### config.mk
export PLATFORM = sky130hd
export DESIGN_NAME = iwh_ctrl
export DESIGN_NICKNAME = d
export VERILOG_FILES = /design/src/iwh_pkg.sv /design/src/iwh_ctrl.sv
export SDC_FILE = /design/constraint.sdc
export NUM_CORES = 1
export LEC_CHECK = 0
export ABC_AREA = 1
export BUFFER_PORTS_ARGS = -buffer_cell sky130_fd_sc_hd__buf_2
export CAP_MARGIN = 25
export CORE_UTILIZATION = 34
export CTS_CLUSTER_DIAMETER = 50
export DETAILED_ROUTE_END_ITERATION = 8
export SETUP_SLACK_MARGIN = 0.15
export SYNTH_ARGS = -nofsm -noshare
export SYNTH_HDL_FRONTEND = slang
export SYNTH_SLANG_ARGS = --single-unit
### constraint.sdc
create_clock -name pclk -period 1.99 [get_ports pclk]
set_input_delay 0.0995 -clock pclk [delete_from_list [all_inputs] [get_ports pclk]]
set_output_delay 0.0995 -clock pclk [all_outputs]
set_load 0.02 [all_outputs]
### src/iwh_pkg.sv
// shared constants and carriers for the interrupt, watchdog and halt control block
package iwh_pkg;
    localparam logic [7:0] REG_WDT_PRESCALE = 8'h09;
    localparam logic [7:0] REG_IRQ_LOW      = 8'h0b;
    localparam logic [7:0] REG_IRQ_HIGH     = 8'h1e;
    localparam logic [7:0] REG_SYS_STATUS   = 8'h20;
    localparam logic [11:0] ADDR_WDT_PRESCALE = 12'h024;
    localparam logic [11:0] ADDR_IRQ_LOW      = 12'h02c;
    localparam logic [11:0] ADDR_IRQ_HIGH     = 12'h078;
    localparam logic [11:0] ADDR_SYS_STATUS   = 12'h080;
    // low register bits
    localparam int B_GIE  = 0;
    localparam int B_EEI  = 1;
    localparam int B_E0I  = 2;
    localparam int B_E1I  = 3;
    localparam int B_EPF  = 4;
    localparam int B_C0F  = 5;
    localparam int B_C1F  = 6;
    // high register bits
    localparam int B_E3I  = 1;
    localparam int B_C3F  = 5;
    localparam logic [7:0] LOW_MASK  = 8'h7f;
    localparam logic [7:0] HIGH_MASK = 8'h22;
    localparam logic [7:0] WATCHDOG_PRESCALE_REGISTER_MASK = 8'h07;
    localparam logic [7:0] WATCHDOG_PRESCALE_REGISTER_RESET = 8'h07;
    // status bits
    localparam int B_PDF = 0;
    localparam int B_WTO = 1;
    localparam int B_HALTED = 2;
    localparam logic [7:0] VEC_EXT = 8'h04;
    localparam logic [7:0] VEC_C0  = 8'h08;
    localparam logic [7:0] VEC_C1  = 8'h0c;
    localparam logic [7:0] VEC_C3  = 8'h14;
    localparam int WDT_CHAIN_BITS = 8;
    localparam int WAKE_DELAY_CLKS = 1024;
    localparam int SYS_CLK_DIV = 4;
    localparam int PHASE_TWO_SLOT = 1;
    typedef struct packed {
        logic       interrupt_exit;
        logic       subroutine_exit;
        logic       watchdog_clear;
        logic       sleep;
        logic       stack_full;
    } iwh_core_t;
    typedef struct packed {
        logic       ack;
        logic [7:0] vector;
        logic       warm_reset;
        logic       chip_reset;
        logic       resume;
    } iwh_core_out_t;
endpackage

### src/iwh_ctrl.sv
// interrupt vectoring, watchdog and halt/wake sequencing with an apb register port
//
// Functional notes
// interrupt_exit sets global enable; subroutine_exit leaves it alone.
// further acknowledges wait until exit or enables set with stack room.
// requests are sampled and serviced at the next phase-two pulse.
// fixed priority external, counter0, counter1, counter3 with their vectors.
// service needs global and individual enable; global clear masks all.
// pending flags stay set until serviced or cleared by software.
// unused bits of both interrupt control registers read zero.
// halt stops the system oscillator; external clock ignored while halted.
// rc configuration drives system clock divided by four on clock_out_pin.
// watchdog source is a build-time choice: rc or instruction clock.
// watchdog disabled at build time makes every watchdog operation inert.
// watchdog clock first passes an eight-stage divide-by-256 chain.
// prescale field bits 2..0 divides further by two to the field.
// overflow in normal run gives full chip reset and sets expired flag.
// overflow while halted gives warm reset of program counter and stack only.
// chip clear pin, clear instruction or sleep clear counter and prescaler.
// halt entry keeps state, restarts watchdog, sets powerdown, clears expired.
// halt ends on reset, interrupt, enabled port falling edge or overflow; overflow wake here needs the rc source.
// port wake bits chosen at build time; port wake resumes next instruction.
// interrupt wake with disable or full stack resumes; else vectors.
// wake waits 1024 clocks; an acknowledging wake adds one more cycle.
// a flag already pending at halt entry cannot wake the device.
// vectoring clears that pending flag and the global enable.
// no acknowledge while the return stack is full.
module iwh_ctrl
    import iwh_pkg::*;
#(
    parameter bit         WDT_ENABLE    = 1'b1,
    parameter bit         WDT_USE_RC    = 1'b1,
    parameter bit         RC_OSC_CONFIG = 1'b1,
    parameter logic [7:0] PORT_WAKE_EN  = 8'hff,
    parameter int         WAKE_DELAY    = WAKE_DELAY_CLKS
) (
    input  wire logic        pclk,
    input  wire logic        presetn,
    input  wire logic        psel,
    input  wire logic        penable,
    input  wire logic        pwrite,
    input  wire logic [11:0] paddr,
    input  wire logic [31:0] pwdata,
    input  wire logic [3:0]  pstrb,
    output      logic [31:0] prdata,
    output      logic        pready,
    output      logic        pslverr,
    input  wire logic        chip_clear_pin_n,
    input  wire logic        wdt_rc_tick,
    input  wire logic        ext_irq_event,
    input  wire logic        counter0_overflow,
    input  wire logic        counter1_overflow,
    input  wire logic        counter3_overflow,
    input  wire logic [7:0]  port_a,
    input  wire iwh_core_t   core,
    output      iwh_core_out_t core_out,
    output      logic        sys_osc_enable,
    output      logic        clock_out_pin
);
    initial begin
        if (WAKE_DELAY < 1 || WAKE_DELAY > 65535)
            $error("wake delay out of range");
        // phase and divider counters are two bits wide
        if (SYS_CLK_DIV != 4 || PHASE_TWO_SLOT >= SYS_CLK_DIV)
            $error("clock divider constants do not fit the phase counter");
        if (WDT_CHAIN_BITS != 8)
            $error("watchdog chain must have eight stages");
    end

    // halt freezes the clock dividers; wake counts the restart delay
    // so the oscillator can settle before any instruction runs
    typedef enum logic [2:0] {
        ST_RUN  = 3'b001,
        ST_HALT = 3'b010,
        ST_WAKE = 3'b100
    } iwh_state_t;

    // all state in one word, read data register included
    typedef struct packed {
        iwh_state_t  st;
        logic [7:0]  irq_low;
        logic [7:0]  irq_high;
        logic [7:0]  watchdog_prescale_register;
        logic        powerdown_flag;
        logic        wto;
        logic [1:0]  phase;
        logic [1:0]  inst_div;
        logic [7:0]  chain;
        logic [6:0]  presc;
        logic        chain_tick_d;
        logic [15:0] wake_cnt;
        logic        wake_ack;
        logic [3:0]  halt_masked;
        logic [7:0]  port_d;
        logic        in_isr;
        logic        ack;
        logic [7:0]  vector;
        logic        warm;
        logic        chip;
        logic        resume;
        logic        clkout;
        logic [31:0] rdata;
    } iwh_s_t;

    iwh_s_t s;
    iwh_s_t next_s;

    function automatic logic is_addr(input logic [11:0] a, input logic [11:0] r);
        return a == r;
    endfunction

    // a write lands in the access cycle and only with the low byte lane on
    function automatic logic wr_hit(input logic w, input logic [3:0] b, input logic [11:0] a, input logic [11:0] r);
        return w && b[0] && is_addr(a, r);
    endfunction

    // lowest index wins: external first, counter3 last
    function automatic logic [1:0] prio_pick(input logic [3:0] r);
        logic [1:0] p;
        p = 2'd3;
        for (int i = 3; i >= 0; i--) begin
            if (r[i])
                p = 2'(i);
        end
        return p;
    endfunction

    // vector for the chosen source
    function automatic logic [7:0] vec_of(input logic [1:0] k);
        case (k)
            2'd0:    return VEC_EXT;
            2'd1:    return VEC_C0;
            2'd2:    return VEC_C1;
            default: return VEC_C3;
        endcase
    endfunction

    // status is read-only, so a write to it is refused
    function automatic logic is_mapped(input logic [11:0] a, input logic w);
        logic hit;
        hit = is_addr(a, ADDR_IRQ_LOW) || is_addr(a, ADDR_IRQ_HIGH) || is_addr(a, ADDR_WDT_PRESCALE);
        hit = hit || (is_addr(a, ADDR_SYS_STATUS) && !w);
        return hit;
    endfunction

    // unused bits are masked here so they always read as zero
    function automatic logic [7:0] rd_byte(input logic [11:0] a, input iwh_s_t v);
        logic [7:0] b;
        b = '0;
        if (is_addr(a, ADDR_IRQ_LOW))
            b = v.irq_low & LOW_MASK;
        else if (is_addr(a, ADDR_IRQ_HIGH))
            b = v.irq_high & HIGH_MASK;
        else if (is_addr(a, ADDR_WDT_PRESCALE))
            b = v.watchdog_prescale_register & WATCHDOG_PRESCALE_REGISTER_MASK;
        else if (is_addr(a, ADDR_SYS_STATUS)) begin
            b[B_PDF]    = v.powerdown_flag;
            b[B_WTO]    = v.wto;
            b[B_HALTED] = v.st == ST_HALT;
        end
        return b;
    endfunction

    // last count of the restart delay
    localparam logic [15:0] WAKE_LAST = 16'(WAKE_DELAY - 1);

    // decoded views of the state for this cycle
    logic [3:0] pend;
    logic [3:0] ena;
    logic [3:0] req;
    logic       wr;
    logic       rd;
    logic       wdt_src;
    logic       wdt_clr;
    logic       ovf;
    logic       irq_wake;
    logic       port_wake;
    logic [7:0] vec;
    logic [1:0] sel;
    logic       ack_ok;
    logic       presc_last;

    // request, watchdog and wake decoding shared by the state logic
    always_comb begin
        pend = {s.irq_high[B_C3F], s.irq_low[B_C1F], s.irq_low[B_C0F], s.irq_low[B_EPF]};
        ena  = {s.irq_high[B_E3I], s.irq_low[B_E1I], s.irq_low[B_E0I], s.irq_low[B_EEI]};
        // service enables
        // both enables gate
        req  = s.irq_low[B_GIE] ? (pend & ena) : 4'h0;
        wr   = psel && penable && pwrite;
        rd   = psel && !penable && !pwrite;
        // build-time source
        wdt_src = WDT_USE_RC ? wdt_rc_tick : (s.inst_div == 2'(SYS_CLK_DIV - 1));
        // the pin clear is a level and holds the count at zero
        // three clear causes
        wdt_clr = !chip_clear_pin_n || core.watchdog_clear || core.sleep;
        // select prescale output
        presc_last = (s.watchdog_prescale_register[2:0] == 3'd0) || (s.presc == (7'h7f >> (3'd7 - s.watchdog_prescale_register[2:0])));
        ovf        = WDT_ENABLE && s.chain_tick_d && presc_last;
        // masked flags cannot wake
        irq_wake  = |(pend & ~s.halt_masked);
        // per-bit wake selection
        port_wake = |(s.port_d & ~port_a & PORT_WAKE_EN);
        // nested service only after software re-enables
        ack_ok = !s.in_isr || s.irq_low[B_GIE];
        // fixed priority
        sel = prio_pick(req);
        vec = vec_of(sel);
    end

    // next-state logic: every register's new value is formed here
    always_comb begin
        next_s = s;
        next_s.ack    = 1'b0;
        next_s.warm   = 1'b0;
        next_s.chip   = 1'b0;
        next_s.resume = 1'b0;
        // previous port level; reset low so no false falling edge follows
        next_s.port_d = port_a;
        // phase and divider stop in halt, like the stopped oscillator
        // clock divided by four
        if (s.st != ST_HALT) begin
            next_s.inst_div = s.inst_div + 2'd1;
            next_s.phase    = s.phase + 2'd1;
            if (s.inst_div == 2'(SYS_CLK_DIV / 2 - 1))
                next_s.clkout = 1'b1;
            if (s.inst_div == 2'(SYS_CLK_DIV - 1))
                next_s.clkout = 1'b0;
        end

        // flags sticky, software clear
        if (wr_hit(wr, pstrb, paddr, ADDR_IRQ_LOW))
            next_s.irq_low = pwdata[7:0] & LOW_MASK;
        if (wr_hit(wr, pstrb, paddr, ADDR_IRQ_HIGH))
            next_s.irq_high = pwdata[7:0] & HIGH_MASK;
        if (wr_hit(wr, pstrb, paddr, ADDR_WDT_PRESCALE))
            next_s.watchdog_prescale_register = pwdata[7:0] & WATCHDOG_PRESCALE_REGISTER_MASK;
        // an event in the cycle of a software clear must not be lost
        // set wins over a clearing write
        if (ext_irq_event)
            next_s.irq_low[B_EPF] = 1'b1;
        if (counter0_overflow)
            next_s.irq_low[B_C0F] = 1'b1;
        if (counter1_overflow)
            next_s.irq_low[B_C1F] = 1'b1;
        if (counter3_overflow)
            next_s.irq_high[B_C3F] = 1'b1;

        // exit restores global enable
        if (core.interrupt_exit) begin
            next_s.irq_low[B_GIE] = 1'b1;
            next_s.in_isr = 1'b0;
        end

        // on the instruction-clock source the chain stops with the oscillator,
        // so only the rc source can end a halt by overflow
        // eight-stage chain
        next_s.chain_tick_d = 1'b0;
        if (s.st != ST_HALT || WDT_USE_RC)
            if (!WDT_ENABLE) begin
                next_s.chain = '0;
            end else if (wdt_src) begin
                next_s.chain = s.chain + 8'd1;
                next_s.chain_tick_d = (s.chain == 8'hff);
            end
        if (s.chain_tick_d)
            next_s.presc = ovf ? 7'd0 : s.presc + 7'd1;
        // inert without watchdog
        if (WDT_ENABLE && wdt_clr) begin
            next_s.chain = '0;
            next_s.presc = '0;
            next_s.chain_tick_d = 1'b0;
            if (core.watchdog_clear) begin
                next_s.powerdown_flag = 1'b0;
                next_s.wto = 1'b0;
            end
        end

        case (s.st)
            ST_RUN: begin
                // serviced at phase-two pulse
                // held while routine runs without reenable
                // full stack blocks
                if (s.phase == 2'(PHASE_TWO_SLOT) && |req && ack_ok && !core.stack_full) begin
                    next_s.ack    = 1'b1;
                    next_s.vector = vec;
                    next_s.in_isr = 1'b1;
                    // clear flag and global enable
                    next_s.irq_low[B_GIE] = 1'b0;
                    case (sel)
                        2'd0:    next_s.irq_low[B_EPF] = ext_irq_event;
                        2'd1:    next_s.irq_low[B_C0F] = counter0_overflow;
                        2'd2:    next_s.irq_low[B_C1F] = counter1_overflow;
                        default: next_s.irq_high[B_C3F] = counter3_overflow;
                    endcase
                end
                if (ovf) begin
                    // full reset, expired set
                    next_s.chip = 1'b1;
                    next_s.wto  = 1'b1;
                    next_s.irq_low  = '0;
                    next_s.irq_high = '0;
                    next_s.in_isr   = 1'b0;
                end else if (core.sleep) begin
                    // halt entry flags
                    next_s.st  = ST_HALT;
                    next_s.powerdown_flag = 1'b1;
                    next_s.wto = 1'b0;
                    // flags pending now are recorded so they cannot wake
                    next_s.halt_masked = pend;
                end
            end
            ST_HALT: begin
                // overflow is taken first since it also resets the stack
                // wake sources
                if (ovf) begin
                    // warm reset only
                    next_s.warm = 1'b1;
                    next_s.wto  = 1'b1;
                    next_s.st   = ST_WAKE;
                    next_s.wake_cnt = '0;
                    next_s.wake_ack = 1'b0;
                end else if (irq_wake || port_wake) begin
                    next_s.st = ST_WAKE;
                    next_s.wake_cnt = '0;
                    // vector only if enabled with room
                    next_s.wake_ack = |(req & ~s.halt_masked) && !core.stack_full;
                end
            end
            ST_WAKE: begin
                // the count starts at zero on each wake entry
                // wake delay
                next_s.wake_cnt = s.wake_cnt + 16'd1;
                if (s.wake_cnt == WAKE_LAST) begin
                    next_s.st = ST_RUN;
                    next_s.resume = !s.wake_ack;
                    // an acknowledging wake re-enters a slot early, delaying the routine
                    next_s.phase = s.wake_ack ? 2'(PHASE_TWO_SLOT - 1) : s.phase;
                end
            end
            default: next_s.st = ST_RUN;
        endcase

        // unused bits zero
        // read data is taken in the setup cycle and held through the access
        if (rd)
            next_s.rdata = 32'(rd_byte(paddr, s));
    end

    // one register for all state keeps reset values in one place
    always_ff @(posedge pclk or negedge presetn) begin
        if (!presetn) begin
            s <= '0;
            s.st <= ST_RUN;
            s.watchdog_prescale_register <= WATCHDOG_PRESCALE_REGISTER_RESET;
        end else begin
            s <= next_s;
        end
    end

    // outputs come straight from the state register, handshake aside
    always_comb begin
        pready  = 1'b1;
        pslverr = psel && penable && !is_mapped(paddr, pwrite);
        prdata  = s.rdata;
        core_out.ack        = s.ack;
        core_out.vector     = s.vector;
        core_out.warm_reset = s.warm;
        core_out.chip_reset = s.chip;
        core_out.resume     = s.resume;
        // oscillator stops in halt
        sys_osc_enable = s.st != ST_HALT;
        // the pin idles low when a crystal owns it
        clock_out_pin  = RC_OSC_CONFIG ? s.clkout : 1'b0;
    end
endmodule

==> impl_metrics.ini <==
[outcome]
status = completed

[critical_path]
r2r_cells = 14
crit_fanout = 8
path_delay_family = simple AND/OR/NAND/NOR gates
crit_type = reg -> reg
crit_chain = buf_12 > nor2_8 > nand2_2 > nand2_1 > nand2_1 > nand2_1 > nor2_1 > nand2_1 > nand2_2 > nand2_4 > nand2_8 > nand2_8 > nand3_2 > nand2_1
required_ns = 2.21
r2r_slack_ns = 0.15
crit_path_top_delay_cell = dfstp_2
worst_setup_path_end_kind = register
critPathMaxStageDelay_ns = 0.65
crit_buf_inv = 1
cp_data_arrival_time_ns = 2.06
start_kind = register
crit_top_cell = nand2_1
path_depth = 14

[timing]
skew_ns = 0.00707
tns_ns = 0
rsz0062_at_grt = true
period_share_pct = 92.5
finalSetupViolations = 0
hold_ws_ns = 0.0120
period_needed_ns = 1.84
finalMaxSlewViolations = 0
worst_pin_slew_ns = 0.568
timing.final.hold_violations = 0
fmax_mhz = 543
slew_headroom_pct = 61.8

[power_and_ir_drop]
p_int_mw = 3.47
powerDensity_nw_per_um2 = 893
ir_drop_v = 0.000499
p_comb_share_pct = 22.7
p_leak_nw = 2.83
clockPowerShare_pct = 34.4
p_sw_share_pct = 31.8
p_seq_share_pct = 42.9
power_mw = 5.09
power.switching_mw = 1.62

[global_route]
gr-total-overflow = 0
grt_max_degree = 40
grt_usage_pct = 15.4
grt_pass1_wl_um = 17500
antenna_found_initial = 0
grt_pass1_vias = 3786

[route]
first_pass_iters = 4
ant_nets = 0
drc_errors = 0
wl_per_cell_um = 12.0
route.vias.total = 3940
vias_per_cell = 4.60
drt_wl_total_um = 10300
drt_iter0_drc = 172

[floorplan]
fp-row-count = 42
initial_core_util_pct = 35.2
die_area_um2 = 14300
die_h_um = 120
io_pins = 120
core-area_um2 = 13300
die_w_um = 120

[placed_design]
detailed_place_hpwl_um = 7540
post_dp_cell_area_um2 = 5030
place_inst = 813
port_buffers = 59
gp_congestion = 0.845

[finish]
layout-drive-gt1-share_pct = 22.2
area_growth_pct = 21.2
final_cell_area_um2 = 5700
layoutNonFillerInstCount = 856
diodes = 0
n_fill_cell = 1318
seq_area_um2 = 2030
fin_nets = 756
multiInputGateArea_um2 = 2150

[clock_tree]
clock-sinks = 81
cts_max_level = 3
clockBufferDepth = 2
path_clk_slew_ns = 0.06
cts_buffers = 9
clk_latency_ns = 0.33
tritoncts = done
root_buffer = clkbuf_16

[synth]
synth_cell_types = 38
synthTopCellsByArea = dfrtp_1, nand2_1, buf_4, inv_1, nand3_1
synth_cells = 590
synth_warnings = 0
synth_top_area_cell = dfrtp_1
ys_seq_area_share_pct = 43.2
avgSynthCellArea_um2 = 7.97
syn_area_um2 = 4700
dominantRegCellSynth = dfrtp_1
synth.most_common_cell = nand2_1
synth_seq_cells = 81
yosysTopAreaCellShare_pct = 41.0
synthArstFlopShare_pct = 100
synth_edf_count = 0
synth_commonest_cells = nand2_1, inv_1, dfrtp_1

[flow_run]
maxCapViolations = 0

[hold_path]
min_path_cells = 3
holdCritPathClass = in -> reg
==> kinds of logic after synthesis <==
group | Yosys count | synth area share, %
flip-flops | 81 | 43.2
AO/OA/AOI/OAI | 81 | 9.80
other | 2 | 0.160
adder cells (fa/ha/maj) | 9 | 2.40
AND/OR/NAND/NOR | 263 | 27.0
XOR/XNOR | 9 | 1.68
buffers and inverters | 145 | 15.7
==> stage by stage <==
stage	utilization, %	setup WS (ns)
after floorplan	-	0.287
after global placement	37.7	0.0953
after detailed placement	37.7	0.0530
after CTS	41.6	0.125
after global routing	42.7	0.0168
final	42.7	0.150
==> registers in the layout (all words and copies together) (netlist names) <==
signal	count
clock_out_pin	1
core_out	7
pend	4
prdata	7
ena	4
s	58
==> final cells by class <==
class	instances	share of cell area [%]
Inverter	93	6.13
Clock buffer	10	4.02
Tap cell	176	3.87
Multi-Input combinational cell	395	37.8
Timing Repair Buffer	95	10.9
Clock inverter	6	1.58
Sequential cell	81	35.7
==> worst min-delay path: cells and delay by family <==
kind / cells / cell delay, ns
buffers and inverters: 2 / 0.16
AOI/OAI and AO/OA: 1 / 0.08
==> path summary, 6_finish.rpt <==
path | start | end
worst max-delay path | s[99]$_DFFE_PN1P_ | s[59]$_DFFE_PN0P_
worst min-delay path | pwdata[0] | s[97]$_DFFE_PN1P_
worst max register to register | s[99]$_DFFE_PN1P_ | s[59]$_DFFE_PN0P_
worst min register to register | prdata[5]$_DFFE_PN0P_ | prdata[5]$_DFFE_PN0P_
max in group asynchronous | presetn | s[121]$_DFFE_PN1P_
min in group asynchronous | presetn | s[72]$_DFFE_PN0P_
==> power by group through the flow <==
stage	combinational, mW	clock (mW)	sequential, mW
final	1.16	1.75	2.18
after global routing	1.32	1.88	2.22
after CTS	1.11	1.81	2.17
after detailed placement	1.05	0	2.20
after global placement	1.01	0	2.18
after floorplan	0.786	0	2.16
==> placed cells by master (no fill, tap or decap), types with 5 or more instances in the layout <==
master         instances
a21oi_1               17
buf_2                 58
buf_4                 24
clkbuf_16              9
conb_1                31
dfrtp_1               77
dlygate4sd3_1         10
ha_1                   8
inv_1                 86
nand2_1              119
nand2_2                5
nand3_1               44
nand3_2               14
nand4_1               12
nor2_1                35
nor3_1                11
o211ai_1               9
o21ai_0               29
o21ai_1                7
o22ai_1               10
xor2_1                 6
==> routing by layer <==
metal	part of all wire [%]	wire, um	global-route usage (%)	up-vias
li1	-	-	-	2016
met1	48	4910	19.7	1827
met2	47	4800	25.5	90
met3	4.2	427	3.52	7
met4	1.4	148	5.00	0
met5	0	0	0	-
==> repair_timing <==
item / CTS / global route
cloned: 1 / 1
endpoints found under the hold margin: 43 / 0
pin swaps: 0 / 8
resized for setup: 7 / 15
buffers inserted: 6 / 9
endpoints found under the setup margin: 24 / 43
hold buffers: 10 / 0
Power figures use the tool's default switching activity.
